--- src/shared/sfwp_defines.vh ---
`ifndef SFWP_DEFINES_VH
`define SFWP_DEFINES_VH

// ----------------------------------------------------------------------
// Command opcodes
// ----------------------------------------------------------------------
`define SFWP_OP_SET_WRITE_LATCH   8'h10
`define SFWP_OP_CLR_WRITE_LATCH   8'h11
`define SFWP_OP_READ_STATUS       8'h12
`define SFWP_OP_WRITE_STATUS      8'h13
`define SFWP_OP_PAGE_PROGRAM      8'h14
`define SFWP_OP_BLOCK_ERASE       8'h15
`define SFWP_OP_DEEP_POWER_DOWN   8'h16
`define SFWP_OP_RELEASE_PD        8'h17
`define SFWP_OP_READ_SIGNATURE    8'h18
`define SFWP_OP_ENTER_SECURED     8'h19
`define SFWP_OP_EXIT_SECURED      8'h1a
`define SFWP_OP_READ_SECURITY     8'h1b
`define SFWP_OP_WRITE_SECURITY    8'h1c
`define SFWP_OP_RESET_ENABLE      8'h1d
`define SFWP_OP_RESET             8'h1e
`define SFWP_OP_ENTER_QUAD_CMD    8'h1f
`define SFWP_OP_EXIT_QUAD_CMD     8'h20

// ----------------------------------------------------------------------
// Command lengths in bytes, opcode included
// ----------------------------------------------------------------------
`define SFWP_LEN_SIMPLE           3'd1
`define SFWP_LEN_STATUS_ONLY      3'd2
`define SFWP_LEN_STATUS_CFG       3'd3
`define SFWP_LEN_ERASE            3'd5
`define SFWP_LEN_PROGRAM          3'd6

// ----------------------------------------------------------------------
// Status and configuration byte fields
// ----------------------------------------------------------------------
`define SFWP_ST_BUSY              0
`define SFWP_ST_WEL               1
`define SFWP_ST_LEVEL_LO          2
`define SFWP_ST_LEVEL_HI          5
`define SFWP_ST_QUAD_EN           6
`define SFWP_ST_SRWD              7
`define SFWP_CFG_TOP_BOTTOM       3

// ----------------------------------------------------------------------
// Security byte fields and one-time region map
// ----------------------------------------------------------------------
`define SFWP_SEC_FACTORY_LOCK     0
`define SFWP_SEC_CUSTOMER_LOCK    1
`define SFWP_SEC_SECURED_MODE     2
`define SFWP_OTP_SERIAL_END       9'h00f
`define SFWP_OTP_LAST             9'h1ff

// ----------------------------------------------------------------------
// Array geometry
// ----------------------------------------------------------------------
`define SFWP_BLOCK_COUNT          10'd512
`define SFWP_LEVEL_ALL            4'd10

// ----------------------------------------------------------------------
// Reset values
// ----------------------------------------------------------------------
`define SFWP_RST_LEVEL            4'h0

`endif
--- src/hw/sfwp_region_check.v ---
`include "sfwp_defines.vh"

// ----------------------------------------------------------------------
// Protection check for one program or erase target
// ----------------------------------------------------------------------
module sfwp_region_check (
  input  wire [24:0] targetAddr,   // Byte address of the target
  input  wire [3:0]  protectLevel, // Protect level bits
  input  wire        topBottom,    // Set protects from block 0 upward
  input  wire        securedMode,  // One-time region mode active
  input  wire        isErase,      // Target belongs to an erase
  input  wire        factoryLock,  // Factory lock of the serial number
  input  wire        customerLock, // Customer lock of the user part
  output wire        allowed       // High when the change may proceed
);

  wire [9:0] block;
  wire [9:0] span;
  wire       topHit;
  wire       bottomHit;
  wire       arrayProt;
  wire       otpProt;
  wire [8:0] otpOffset;

  // Level n covers 2^(n-1) blocks; level 0 gives an empty span.
  assign block     = {1'b0, targetAddr[24:16]};
  assign span      = (protectLevel == 4'h0) ? 10'h000 : (10'h001 << (protectLevel - 4'h1));
  assign topHit    = (block >= (`SFWP_BLOCK_COUNT - span)) && (span != 10'h000);
  assign bottomHit = block < span;

  // Codes ten and above cover every block whatever the side select.
  assign arrayProt = (protectLevel >= `SFWP_LEVEL_ALL) |
                     (topBottom ? bottomHit : topHit);

  // Serial number words follow the factory lock, the rest the customer lock.
  assign otpOffset = targetAddr[8:0];
  assign otpProt   = isErase |
                     ((otpOffset <= `SFWP_OTP_SERIAL_END) ? factoryLock
                                                         : customerLock);

  assign allowed = securedMode ? ~otpProt : ~arrayProt;

endmodule // sfwp_region_check

--- src/hw/sfwp_top.v ---
`include "sfwp_defines.vh"

module sfwp_top #(
  parameter [7:0] SIGNATURE = 8'h5a  // Signature byte, arbitrary value
) (
  input  wire        core_clk,            // System clock, 40 MHz
  input  wire        rst,                 // Synchronous reset, active high
  input  wire        chipSelectN,         // Chip select pin, active low
  input  wire        serialClk,           // Serial clock pin
  input  wire        serialInIo0In,       // Data line 0 input
  output wire        serialInIo0Out,      // Data line 0 output
  output wire        serialInIo0Oe,       // Data line 0 output enable
  input  wire        serialOutIo1In,      // Data line 1 input
  output wire        serialOutIo1Out,     // Data line 1 output
  output wire        serialOutIo1Oe,      // Data line 1 output enable
  input  wire        writeProtectNIo2In,  // Write protect or data line 2
  output wire        writeProtectNIo2Out, // Data line 2 output
  output wire        writeProtectNIo2Oe,  // Data line 2 output enable
  input  wire        hwResetNIo3In,       // Reset pin or data line 3
  output wire        hwResetNIo3Out,      // Data line 3 output
  output wire        hwResetNIo3Oe,       // Data line 3 output enable
  input  wire        arrayBusy,           // Array is programming or erasing
  input  wire        factoryLockNv,       // Stored factory lock
  input  wire        customerLockNv,      // Stored customer lock
  output reg         progReq,             // Program request pulse
  output reg         eraseReq,            // Block erase request pulse
  output reg         reqSecured,          // Request targets the one-time region
  output reg  [24:0] reqAddr,             // Request byte address
  output reg  [7:0]  reqData,             // Program data byte
  output reg         refusedPulse,        // Protected target refused
  output reg         customerLockSet,     // Pulse to store the customer lock
  output wire        writeEnableLatch,    // Write enable latch state
  output wire        deepPowerDown,       // Deep power-down state
  output wire        securedMode,         // One-time region mode state
  output wire        quadCommandMode,     // Quad command mode state
  output wire        hardwareProtectedMode // Pin protection in force
);

  // --------------------------------------------------------------------
  // Machine states
  // --------------------------------------------------------------------
  localparam [3:0] ST_STANDBY = 4'b0001;
  localparam [3:0] ST_CMD     = 4'b0010;
  localparam [3:0] ST_OUT     = 4'b0100;
  localparam [3:0] ST_IGNORE  = 4'b1000;

  // --------------------------------------------------------------------
  // Pin synchronisers
  // --------------------------------------------------------------------
  reg  [5:0] pinMeta_q;
  reg  [5:0] pinSync_q;
  reg  [1:0] pinDly_q;
  wire [5:0] pinRaw;

  assign pinRaw = {hwResetNIo3In, writeProtectNIo2In, serialOutIo1In, serialInIo0In,
                   serialClk, chipSelectN};

  // Two flops per pin, then a third stage on select and clock for edges.
  // Reset values are the idle pin levels, so no false edge or pin reset follows.
  always @(posedge core_clk)
  begin
    if (rst)
    begin
      pinMeta_q <= 6'h31;
      pinSync_q <= 6'h31;
      pinDly_q  <= 2'h1;
    end
    else
    begin
      pinMeta_q <= pinRaw;
      pinSync_q <= pinMeta_q;
      pinDly_q  <= pinSync_q[1:0];
    end
  end

  wire       csFall  = ~pinSync_q[0] & pinDly_q[0];
  wire       csRise  = pinSync_q[0] & ~pinDly_q[0];
  wire       clkRise = pinSync_q[1] & ~pinDly_q[1];
  wire       clkFall = ~pinSync_q[1] & pinDly_q[1];
  wire [3:0] ioIn    = pinSync_q[5:2];

  // --------------------------------------------------------------------
  // Control and protection state
  // --------------------------------------------------------------------
  reg  [3:0]  state_q;
  reg  [7:0]  shift_q;
  reg  [2:0]  bitCnt_q;
  reg  [2:0]  byteCnt_q;
  reg  [7:0]  cmd_q;
  reg  [31:0] addr_q;
  reg  [7:0]  data_q;
  reg  [7:0]  outShift_q;
  reg  [3:0]  ioOut_q;
  reg         wel_q;
  reg         dpd_q;
  reg         secured_q;
  reg         quadCmd_q;
  reg         rstEn_q;
  reg  [3:0]  level_q;
  reg         topBottom_q;
  reg         srwd_q;
  reg         quadEn_q;
  reg         factLock_q;
  reg         custLock_q;

  // Data lines take the control pins whenever quad transfers are possible.
  wire       pinsAreData = quadCmd_q | quadEn_q;
  wire       hardware_protected_mode         = srwd_q & ~ioIn[2] & ~pinsAreData;
  wire       pinReset    = ~pinsAreData & ~ioIn[3];
  wire [2:0] step        = quadCmd_q ? 3'd4 : 3'd1;
  wire [7:0] shiftNext   = quadCmd_q ? {shift_q[3:0], ioIn} : {shift_q[6:0], ioIn[0]};
  wire [2:0] bitNext     = bitCnt_q + step;
  wire       byteDone    = clkRise & (bitNext == 3'd0);
  wire [7:0] statusByte  = {srwd_q, quadEn_q, level_q, wel_q, arrayBusy};
  wire [7:0] securityByte = {5'h00, secured_q, custLock_q, factLock_q};

  // Commands that deep power-down still lets through.
  wire dpdPass = (shiftNext == `SFWP_OP_RELEASE_PD) |
                 (shiftNext == `SFWP_OP_READ_SIGNATURE) |
                 (shiftNext == `SFWP_OP_RESET_ENABLE) |
                 (shiftNext == `SFWP_OP_RESET);

  // --------------------------------------------------------------------
  // Protection check of the collected target
  // --------------------------------------------------------------------
  wire targetOk;

  sfwp_region_check u_region (
    .targetAddr   (addr_q[24:0]),
    .protectLevel (level_q),
    .topBottom    (topBottom_q),
    .securedMode  (secured_q),
    .isErase      (cmd_q == `SFWP_OP_BLOCK_ERASE),
    .factoryLock  (factLock_q),
    .customerLock (custLock_q),
    .allowed      (targetOk)
  );

  // A command executes only when select rises on a byte boundary.
  wire execNow = (state_q == ST_CMD) & csRise & (bitCnt_q == 3'd0);
  wire lenIs1  = byteCnt_q == `SFWP_LEN_SIMPLE;

  // --------------------------------------------------------------------
  // Serial command machine
  // --------------------------------------------------------------------
  always @(posedge core_clk)
  begin
    progReq         <= 1'b0;
    eraseReq        <= 1'b0;
    refusedPulse    <= 1'b0;
    customerLockSet <= 1'b0;
    if (rst)
    begin
      state_q     <= ST_STANDBY;
      shift_q     <= 8'h00;
      bitCnt_q    <= 3'd0;
      byteCnt_q   <= 3'd0;
      cmd_q       <= 8'h00;
      addr_q      <= 32'h00000000;
      data_q      <= 8'h00;
      outShift_q  <= 8'h00;
      ioOut_q     <= 4'h0;
      wel_q       <= 1'b0;
      dpd_q       <= 1'b0;
      secured_q   <= 1'b0;
      quadCmd_q   <= 1'b0;
      rstEn_q     <= 1'b0;
      level_q     <= `SFWP_RST_LEVEL;
      topBottom_q <= 1'b0;
      srwd_q      <= 1'b0;
      quadEn_q    <= 1'b0;
      reqSecured  <= 1'b0;
      reqAddr     <= 25'h0000000;
      reqData     <= 8'h00;
    end
    else if (pinReset)
    begin
      state_q <= ST_STANDBY;
    end
    else
    begin
      case (state_q)
        ST_STANDBY:
        begin
          if (csFall)
          begin
            state_q   <= ST_CMD;
            bitCnt_q  <= 3'd0;
            byteCnt_q <= 3'd0;
          end
        end
        ST_CMD:
        begin
          if (clkRise)
          begin
            shift_q  <= shiftNext;
            bitCnt_q <= bitNext;
          end
          if (byteDone)
          begin
            if (byteCnt_q != `SFWP_LEN_PROGRAM)
              byteCnt_q <= byteCnt_q + 3'd1;
            if (byteCnt_q == 3'd0)
            begin
              cmd_q <= shiftNext;
              if (dpd_q & ~dpdPass)
                state_q <= ST_IGNORE;
              else if (shiftNext == `SFWP_OP_READ_STATUS)
              begin
                outShift_q <= statusByte;
                state_q    <= ST_OUT;
              end
              else if (shiftNext == `SFWP_OP_READ_SECURITY)
              begin
                outShift_q <= securityByte;
                state_q    <= ST_OUT;
              end
              else if (shiftNext == `SFWP_OP_READ_SIGNATURE)
              begin
                outShift_q <= SIGNATURE;
                dpd_q      <= 1'b0;
                state_q    <= ST_OUT;
              end
            end
            else if (byteCnt_q <= 3'd4)
              addr_q <= {addr_q[23:0], shiftNext};
            else
              data_q <= shiftNext;
          end
          if (csRise)
            state_q <= ST_STANDBY;
          // Everything below acts at the end of a complete command only.
          if (execNow)
          begin
            rstEn_q <= 1'b0;
            case (cmd_q)
              `SFWP_OP_SET_WRITE_LATCH: if (lenIs1) wel_q <= 1'b1;
              `SFWP_OP_CLR_WRITE_LATCH: if (lenIs1) wel_q <= 1'b0;
              `SFWP_OP_WRITE_STATUS:
              begin
                if (wel_q & (byteCnt_q == `SFWP_LEN_STATUS_ONLY))
                begin
                  wel_q    <= 1'b0;
                  quadEn_q <= addr_q[`SFWP_ST_QUAD_EN];
                  if (~hardware_protected_mode)
                  begin
                    level_q <= addr_q[`SFWP_ST_LEVEL_HI:`SFWP_ST_LEVEL_LO];
                    srwd_q  <= addr_q[`SFWP_ST_SRWD];
                  end
                end
                else if (wel_q & (byteCnt_q == `SFWP_LEN_STATUS_CFG))
                begin
                  wel_q       <= 1'b0;
                  quadEn_q    <= addr_q[8 + `SFWP_ST_QUAD_EN];
                  topBottom_q <= addr_q[`SFWP_CFG_TOP_BOTTOM];
                  if (~hardware_protected_mode)
                  begin
                    level_q <= addr_q[8 + `SFWP_ST_LEVEL_HI:8 + `SFWP_ST_LEVEL_LO];
                    srwd_q  <= addr_q[8 + `SFWP_ST_SRWD];
                  end
                end
              end
              `SFWP_OP_PAGE_PROGRAM, `SFWP_OP_BLOCK_ERASE:
              begin
                if (wel_q & (byteCnt_q == ((cmd_q == `SFWP_OP_PAGE_PROGRAM) ?
                    `SFWP_LEN_PROGRAM : `SFWP_LEN_ERASE)))
                begin
                  wel_q      <= 1'b0;
                  reqSecured <= secured_q;
                  reqAddr    <= secured_q ? {16'h0000, addr_q[8:0]} : addr_q[24:0];
                  reqData    <= data_q;
                  if (targetOk)
                  begin
                    progReq  <= (cmd_q == `SFWP_OP_PAGE_PROGRAM);
                    eraseReq <= (cmd_q == `SFWP_OP_BLOCK_ERASE);
                  end
                  else
                    refusedPulse <= 1'b1;
                end
              end
              `SFWP_OP_WRITE_SECURITY:
              begin
                if (wel_q & lenIs1)
                begin
                  wel_q           <= 1'b0;
                  customerLockSet <= ~custLock_q;
                end
              end
              `SFWP_OP_DEEP_POWER_DOWN: if (lenIs1) dpd_q <= 1'b1;
              `SFWP_OP_RELEASE_PD:      if (lenIs1) dpd_q <= 1'b0;
              `SFWP_OP_ENTER_SECURED:   if (lenIs1) secured_q <= 1'b1;
              `SFWP_OP_EXIT_SECURED:    if (lenIs1) secured_q <= 1'b0;
              `SFWP_OP_ENTER_QUAD_CMD:  if (lenIs1) quadCmd_q <= 1'b1;
              `SFWP_OP_EXIT_QUAD_CMD:   if (lenIs1) quadCmd_q <= 1'b0;
              `SFWP_OP_RESET_ENABLE:    if (lenIs1) rstEn_q <= 1'b1;
              `SFWP_OP_RESET:
              begin
                if (lenIs1 & rstEn_q)
                begin
                  wel_q     <= 1'b0;
                  dpd_q     <= 1'b0;
                  secured_q <= 1'b0;
                  quadCmd_q <= 1'b0;
                end
              end
              default: rstEn_q <= 1'b0;
            endcase
          end
        end
        ST_OUT:
        begin
          // The reply byte repeats for as long as the host keeps clocking.
          if (clkFall)
          begin
            ioOut_q    <= quadCmd_q ? outShift_q[7:4] : {2'b00, outShift_q[7], 1'b0};
            outShift_q <= quadCmd_q ? {outShift_q[3:0], outShift_q[7:4]}
                                    : {outShift_q[6:0], outShift_q[7]};
          end
          if (csRise)
            state_q <= ST_STANDBY;
        end
        ST_IGNORE:
        begin
          if (csRise)
            state_q <= ST_STANDBY;
        end
        default: state_q <= ST_STANDBY;
      endcase
    end
  end

  // --------------------------------------------------------------------
  // One-time region locks
  // --------------------------------------------------------------------
  // Locks only ever accumulate; only rst returns them to zero.
  always @(posedge core_clk)
  begin
    if (rst)
    begin
      factLock_q <= 1'b0;
      custLock_q <= 1'b0;
    end
    else
    begin
      factLock_q <= factLock_q | factoryLockNv;
      custLock_q <= custLock_q | customerLockNv | customerLockSet;
    end
  end

  // --------------------------------------------------------------------
  // Pin drive
  // --------------------------------------------------------------------
  // Only the reply phase drives; quad replies use all four lines.
  wire replying = state_q == ST_OUT;

  assign serialInIo0Out      = ioOut_q[0];
  assign serialOutIo1Out     = ioOut_q[1];
  assign writeProtectNIo2Out = ioOut_q[2];
  assign hwResetNIo3Out      = ioOut_q[3];
  assign serialInIo0Oe       = replying & quadCmd_q;
  assign serialOutIo1Oe      = replying;
  assign writeProtectNIo2Oe  = replying & quadCmd_q;
  assign hwResetNIo3Oe       = replying & quadCmd_q;

  assign writeEnableLatch      = wel_q;
  assign deepPowerDown         = dpd_q;
  assign securedMode           = secured_q;
  assign quadCommandMode       = quadCmd_q;
  assign hardwareProtectedMode = hardware_protected_mode;

endmodule // sfwp_top

--- config.mk ---
export PLATFORM = sky130hd
export DESIGN_NAME = sfwp_top
export DESIGN_NICKNAME = d
export VERILOG_FILES = /design/src/hw/sfwp_region_check.v /design/src/hw/sfwp_top.v
export VERILOG_INCLUDE_DIRS = /design/src /design/src/shared
export SDC_FILE = /design/constraint.sdc
export NUM_CORES = 1
export LEC_CHECK = 0
export CAP_MARGIN = 20
export CORE_MARGIN = 2
export CORE_UTILIZATION = 60
export CTS_CLUSTER_SIZE = 16
export DETAILED_ROUTE_END_ITERATION = 7
export DONT_BUFFER_PORTS = 1
export HOLD_SLACK_MARGIN = 0.02
export PLACE_DENSITY = 0.76
export SKIP_LAST_GASP = 1
export SYNTH_ARGS = -nofsm -noshare
export SYNTH_HDL_FRONTEND = slang
export SYNTH_SLANG_ARGS = --single-unit
--- constraint.sdc ---
create_clock -name core_clk -period 6.5 [get_ports core_clk]
set_input_delay 0.65 -clock core_clk [delete_from_list [all_inputs] [get_ports core_clk]]
set_output_delay 0.65 -clock core_clk [all_outputs]
set_load 0.005 [all_outputs]
=== Word-level counts from Yosys, hierarchy flattened ===
Index checks and enable logic that the tools add are counted.

* Register bits after elaboration: 136
* Input port bits: 11
* Output and inout bits: 51
* Logic and storage cells: 245

* Add/sub/neg operators: 4
* Magnitude comparators: 5
* Eq/ne operators: 53
* Shifts and indexed selects: 1
* Muxes and demuxes: 68
* Bitwise operators: 48
* Reductions and logical operators: 36

{| class="wikitable"
|+ Operators with widths
! cell !! number
|-
| equality test 8 x 5 -> 1 bit (second input constant) || 19
|-
| 2-to-1 mux 8 bit || 9
|-
| 2-to-1 mux 4 bit || 14
|-
| != test 2 bit (second input constant) || 16
|-
| AND reduction 5 bit || 6
|-
| 2-to-1 mux 1 bit || 29
|-
| AND reduction 7 bit || 4
|-
| 2-to-1 mux 25 bit || 1
|-
| inverter 1 bit || 22
|-
| bitwise AND 1 bit || 17
|-
| case mux 8 bit (2 select lines) || 1
|-
| 2-to-1 mux 3 bit || 5
|-
| case mux 3 bit (2 select lines) || 2
|-
| case mux 4 bit (3 select lines) || 1
|-
| OR reduction 6 bit || 2
|-
| >= comparator 9 x 10 -> 1 bit || 1
|-
| < comparator 9 x 10 -> 1 bit || 1
|-
| 2-to-1 mux 10 bit || 1
|-
| AND reduction 10 bit || 1
|-
| nonzero test 10 bit || 1
|-
| left shift 1 x 4 -> 10 bit (first input constant) || 1
|-
| subtractor 10 bit (first input constant) || 1
|-
| <= comparator 9 x 4 -> 1 bit (second input constant) || 1
|-
| zero test 3 bit || 3
|-
| 33 further kinds || 56
|}

=== Depth between registers and ports, before layout ===
* Depth after elaboration: 13
* Depth in mapped cells: 13
* Depth with buffers taken out: 11

=== Hierarchy ===
Synthesis repeated with hierarchy kept, for this count alone.

* Cells, all modules: 786
* Area total of the unflattened synthesis: 6,816.5 µm²

{| class="wikitable"
|+ Modules (own cells, without submodules)
! module !! times used !! cells each !! area an instance (µm²) !! seq. area each (µm²)
|-
| sfwp_top || 1 || 695 || 6,125.9 || 2,722.6
|-
| sfwp_region_check || 1 || 91 || 690.7 || 0.0
|}

=== Worst setup path after synthesis ===
OpenSTA, ideal clock, no wires.

* Kind: register -> register
* Start point: register quadCmd_q, in the netlist quadCommandMode
* End point: register addr_q[10]
* Setup time: 0.128 ns
* Arrival time: 2.861 ns
* Required time: 6.372 ns
* Path slack: 3.511 ns
* Stages on the path, launching flop included: 12
* Path buffers: 2
* Period minus slack after synthesis: 2.989 ns
* Cell sequence: dfxtp_1 > buf_2 > inv_1 > ha_1 > ha_1 > or4b_1 > or2_1 > or3_4 > nor2_4 > buf_4 > mux2i_1 > nor2_1

* Cells in the longest elaborated chain, start to end: 5

{| class="wikitable"
|+ Ends and longest elaborated chain
! element !! RTL line !! RTL
|-
| start, declared || sfwp_top.v:97 || <nowiki>reg quadCmd_q;</nowiki>
|-
| start signal, assigned || sfwp_top.v:166 || <nowiki>quadCmd_q <= 1'b0;</nowiki>
|-
| start signal, assigned || sfwp_top.v:293 || <nowiki>`SFWP_OP_ENTER_QUAD_CMD: if (lenIs1) quadCmd_q <= 1'b1;</nowiki>
|-
| start signal, assigned || sfwp_top.v:294 || <nowiki>`SFWP_OP_EXIT_QUAD_CMD: if (lenIs1) quadCmd_q <= 1'b0;</nowiki>
|-
| 2-to-1 mux 3 bit or OR 1 bit (tied branches) || sfwp_top.v:110, sfwp_top.v:107 ||
|-
| adder 3 bit or inverter 1 bit (tied branches) || sfwp_top.v:112, sfwp_top.v:109 ||
|-
| zero test 3 bit or bitwise AND 1 bit (tied branches) || sfwp_top.v:113, sfwp_top.v:109 ||
|-
| bitwise AND 1 bit or inverter 1 bit (tied branches) || n/a ||
|-
| AND reduction 5 bit (no source line) (*) || n/a ||
|-
| end signal, assigned || sfwp_top.v:226 || <nowiki>addr_q <= {addr_q[23:0], shiftNext};</nowiki>
|-
| end, declared || sfwp_top.v:90 || <nowiki>reg [31:0] addr_q;</nowiki>
|}

Mark *: on every way between the ends. The rest lies on a longest branch, timed or not.
A chain may end at the register's enable or synchronous reset.

=== Worst setup path in the final report ===
* Start point: register quadCmd_q, in the netlist quadCommandMode
* End point: register addr_q[3]

* Cells in the longest elaborated chain, start to end: 5

{| class="wikitable"
|+ Ends and longest elaborated chain
! element !! RTL line
|-
| 2-to-1 mux 3 bit or OR 1 bit (tied branches) || sfwp_top.v:110, sfwp_top.v:107
|-
| adder 3 bit or inverter 1 bit (tied branches) || sfwp_top.v:112, sfwp_top.v:109
|-
| zero test 3 bit or bitwise AND 1 bit (tied branches) || sfwp_top.v:113, sfwp_top.v:109
|-
| bitwise AND 1 bit or inverter 1 bit (tied branches) || n/a
|-
| AND reduction 5 bit (no source line) || n/a
|}

Several ways; a longest one is shown, not always the timed one.

==> metrics.yaml <==
route:
  detailedRoute.firstPassIterationCount: 7
  route.detailed.wl_per_inst_um: 17.9
  vias_per_cell: 6.27
  drtAntennaViolNets: 0
  route.final.wire_length_mm: 16.7
  drc: 0
  drt-initial-drc-count: 568
  dr_total_vias: 5848
place:
  dp_hpwl_mm: 11.5
  finalWeightedCongestion: 0.915
  dpl-instance-area_mm2: 0.00678
  port_buffer_cells: 0
floorplan:
  start_util: 0.623
  fp.dieH_um: 111
  core_region_area_mm2: 0.0110
  ioPinCount: 62
  design.die.area_mm2: 0.0123
  die_w_um: 111
  num_rows: 38
grt:
  first_global_vias: 5313
  global_route_wire_length_before_repair_mm: 26.4
  grt.total_usage: 0.267
  met2_usage: 0.440
  grt_start_max_net_pins: 128
  globalRouteOverflowTotal: 0
  grt_antenna_before_repair: 0
  globalRouteMet1Util: 0.320
  grt_busiest_layer: "met2"
  grt_use_met3: 0.0842
sta:
  final_max_slew_viol_count: 0
  relSlewSlack: 0.294
  max_slew.worst_pin.slew_ns: 1.05
  minimum_clock_period_after_layout_ns: 3.38
  rsz_0062_raised_after_global_routing: "false"
  finalSetupViolCount: 0
  final_period_utilization: 0.520
  fin_worst_skew_ns: 0.00928
  timing.fmax_ghz: 0.296
  totalNegativeSetupSlack_ns: 0
  timing.final.hold_violations: 0
clock_network:
  cts_tree: "yes"
  clk-insertion-delay-late_ns: 0.43
  tritoncts_sink_count: 136
  cts.clk_slew.worst_paths_ns: 0.06
  clock_buffers_created_by_tritoncts: 17
  post_cts.resized_instances: 0
  cts.path.max_buffers: 2
  h-tree-depth: 4
  ctsRootBufferMaster: "sky130_fd_sc_hd__clkbuf_16"
  postCtsHoldBufs: 0
  post_cts_setup_buffer_count: 0
synthesis:
  synth.cell_area_mm2: 0.00684
  post_syn_nets: 850
  post_synth_edffs: 0
  yosysSeqAreaShare: 0.398
  yosysTopAreaCell: "sky130_fd_sc_hd__dfxtp_1"
  post-synth-top-area-fraction: 0.398
  synth_warnings: 0
  synth_top_flop_cell: "sky130_fd_sc_hd__dfxtp_1"
  syn-mean-instance-area_um2: 8.40
  synth_cell_types: 72
  synth_async_sr_flop_share: 0
  ys_seq_elements: 136
  post_synth_main_area_contributors: "sky130_fd_sc_hd__dfxtp_1 40%, sky130_fd_sc_hd__mux2i_1 6.4%, sky130_fd_sc_hd__nand2_1 5.5%"
  top_post_synthesis_cells_by_count: "136 x sky130_fd_sc_hd__dfxtp_1, 100 x sky130_fd_sc_hd__nand2_1, 99 x sky130_fd_sc_hd__nor2_1, 59 x sky130_fd_sc_hd__a21oi_1, 44 x sky130_fd_sc_hd__mux2i_1"
  mapped_cells: 814
  synth.most_common_cell: "sky130_fd_sc_hd__dfxtp_1"
final_layout:
  n_antenna_cell: 0
  layout.nets: 816
  area_delta_synth_final_pct: 8.16
  post_route_cell_area_mm2: 0.00740
  post_route_cells_drive_above_1_share: 0.0731
outcome:
  run_status: "completed"
hold_path:
  hold_path.class: "in2reg"
power:
  power-per-cell-area_mw_per_mm2: 263
  ir_drop_worst_case_vdd_mv: 0.309
  p_leak_nw: 2.56
worst_setup_path:
  critPathCaptureType: "flip-flop"
  critPathMostFrequentCell: "sky130_fd_sc_hd__ha_1"
  critical_path_class: "reg2reg"
  critPathMaxStageDelay_ns: 0.72
  critical-path-slowest-cell: "sky130_fd_sc_hd__nor2_4"
  worstPathMaxFanout: 32
  critical_path.startpoint_type: "flip-flop"
  cp_data_arrival_time_ns: 3.71
  critPathRequiredTime_ns: 6.83
  timing.critical_path.cells: "inv_1, ha_1, ha_1, or4b_1, or2_1, or3_4, nor2_4, nor2_1, a211oi_1"
flow_run:
  drv_cap: 0
-- kinds of logic after synthesis --
group | count (synthesis) | synth area share
and+or+nand+nor | 342 | 0.250
DFF | 136 | 0.398
xor gates and xnor gates | 9 | 0.0137
AOI/OAI and AO/OA | 174 | 0.168
buffers and inverters | 79 | 0.0509
muxes | 47 | 0.0710
adders and majority gates | 27 | 0.0487
-- placed cells by master, fill, tap and decap left out, drive strengths merged, types with 8 or more instances in the layout --
cell    count
a21oi      59
ha         25
nand2     100
mux2i      44
a211oi     33
nor3       21
nand3b     20
nand2b     11
or2         8
inv        23
nor2      101
nor2b      18
clkbuf     22
dfxtp     136
nand3      22
o21ai      33
-- worst paths after layout --
| check | startpoint | to | slack (ns) | cells past startpoint |
|---|---|---|---|---|
| max reg2reg | quadCommandMode | addr_q[3] | 3.12 | 9 |
| min reg2reg | pinMeta_q[0] | pinSync_q[0] | 0.41 | 1 |
| min | rst | pinMeta_q[1] | 0.29 | 1 |
| max | quadCommandMode | addr_q[3] | 3.12 | 9 |
-- state kept, by name (all words and copies together), names as in the netlist, 3 cells and up --
| signal | cells |
|---|---|
| addr_q | 25 |
| reqAddr | 25 |
| cmd_q | 8 |
| data_q | 8 |
| outShift_q | 8 |
| reqData | 8 |
| shift_q | 7 |
| pinMeta_q | 6 |
| pinSync_q | 6 |
| ioOut_q | 4 |
| level_q | 4 |
| state_q | 4 |
| bitCnt_q | 3 |
| byteCnt_q | 3 |
-- power by group --
group | internal (mW) | total [mW] | leakage, nW | switching (mW)
Clock | 0.625 | 0.987 | 0.283 | 0.363
Combinational | 0.0402 | 0.0933 | 1.18 | 0.0531
Sequential | 0.845 | 0.863 | 1.10 | 0.0179
Total | 1.51 | 1.94 | 2.56 | 0.434
-- area by class of cell --
| class | count | area, µm² |
|---|---|---|
| Multi-Input combinational cell | 599 | 3770 |
| Fill cell | 884 | 3580 |
| Tap cell | 140 | 175 |
| Timing Repair Buffer | 5 | 45.0 |
| Inverter | 21 | 78.8 |
| Clock inverter | 10 | 143 |
| Sequential cell | 136 | 2720 |
| Clock buffer | 22 | 464 |
-- metal layers --
metal,part of all wire,vias to the layer above
met5,0,-
li1,-,2810
met1,0.42,2737
met2,0.48,255
met4,0.026,0
met3,0.075,46
-- critical path, delay by kind of cell, from the launching register on --
kind                     cells  cell delay (ns)
AO/OA/AOI/OAI                1             0.29
flip-flops                   1             0.32
AND/OR/NAND/NOR              5             2.04
adder cells (fa/ha/maj)      2             0.51
buffers and inverters        1             0.11
-- per-stage QoR --
stage	setup slack [ns]	hold slack, ns	power [mW]	instances	utilization
floorplan	3.51	0.389	0.963	814	-
global placement	3.27	0.398	0.968	900	0.617
detailed placement	3.18	0.403	0.972	900	0.617
CTS	3.12	0.288	1.95	932	0.672
global route	2.93	0.284	2.00	933	0.674
finish	3.12	0.294	1.94	933	0.674
Power figures use the tool's default switching activity.
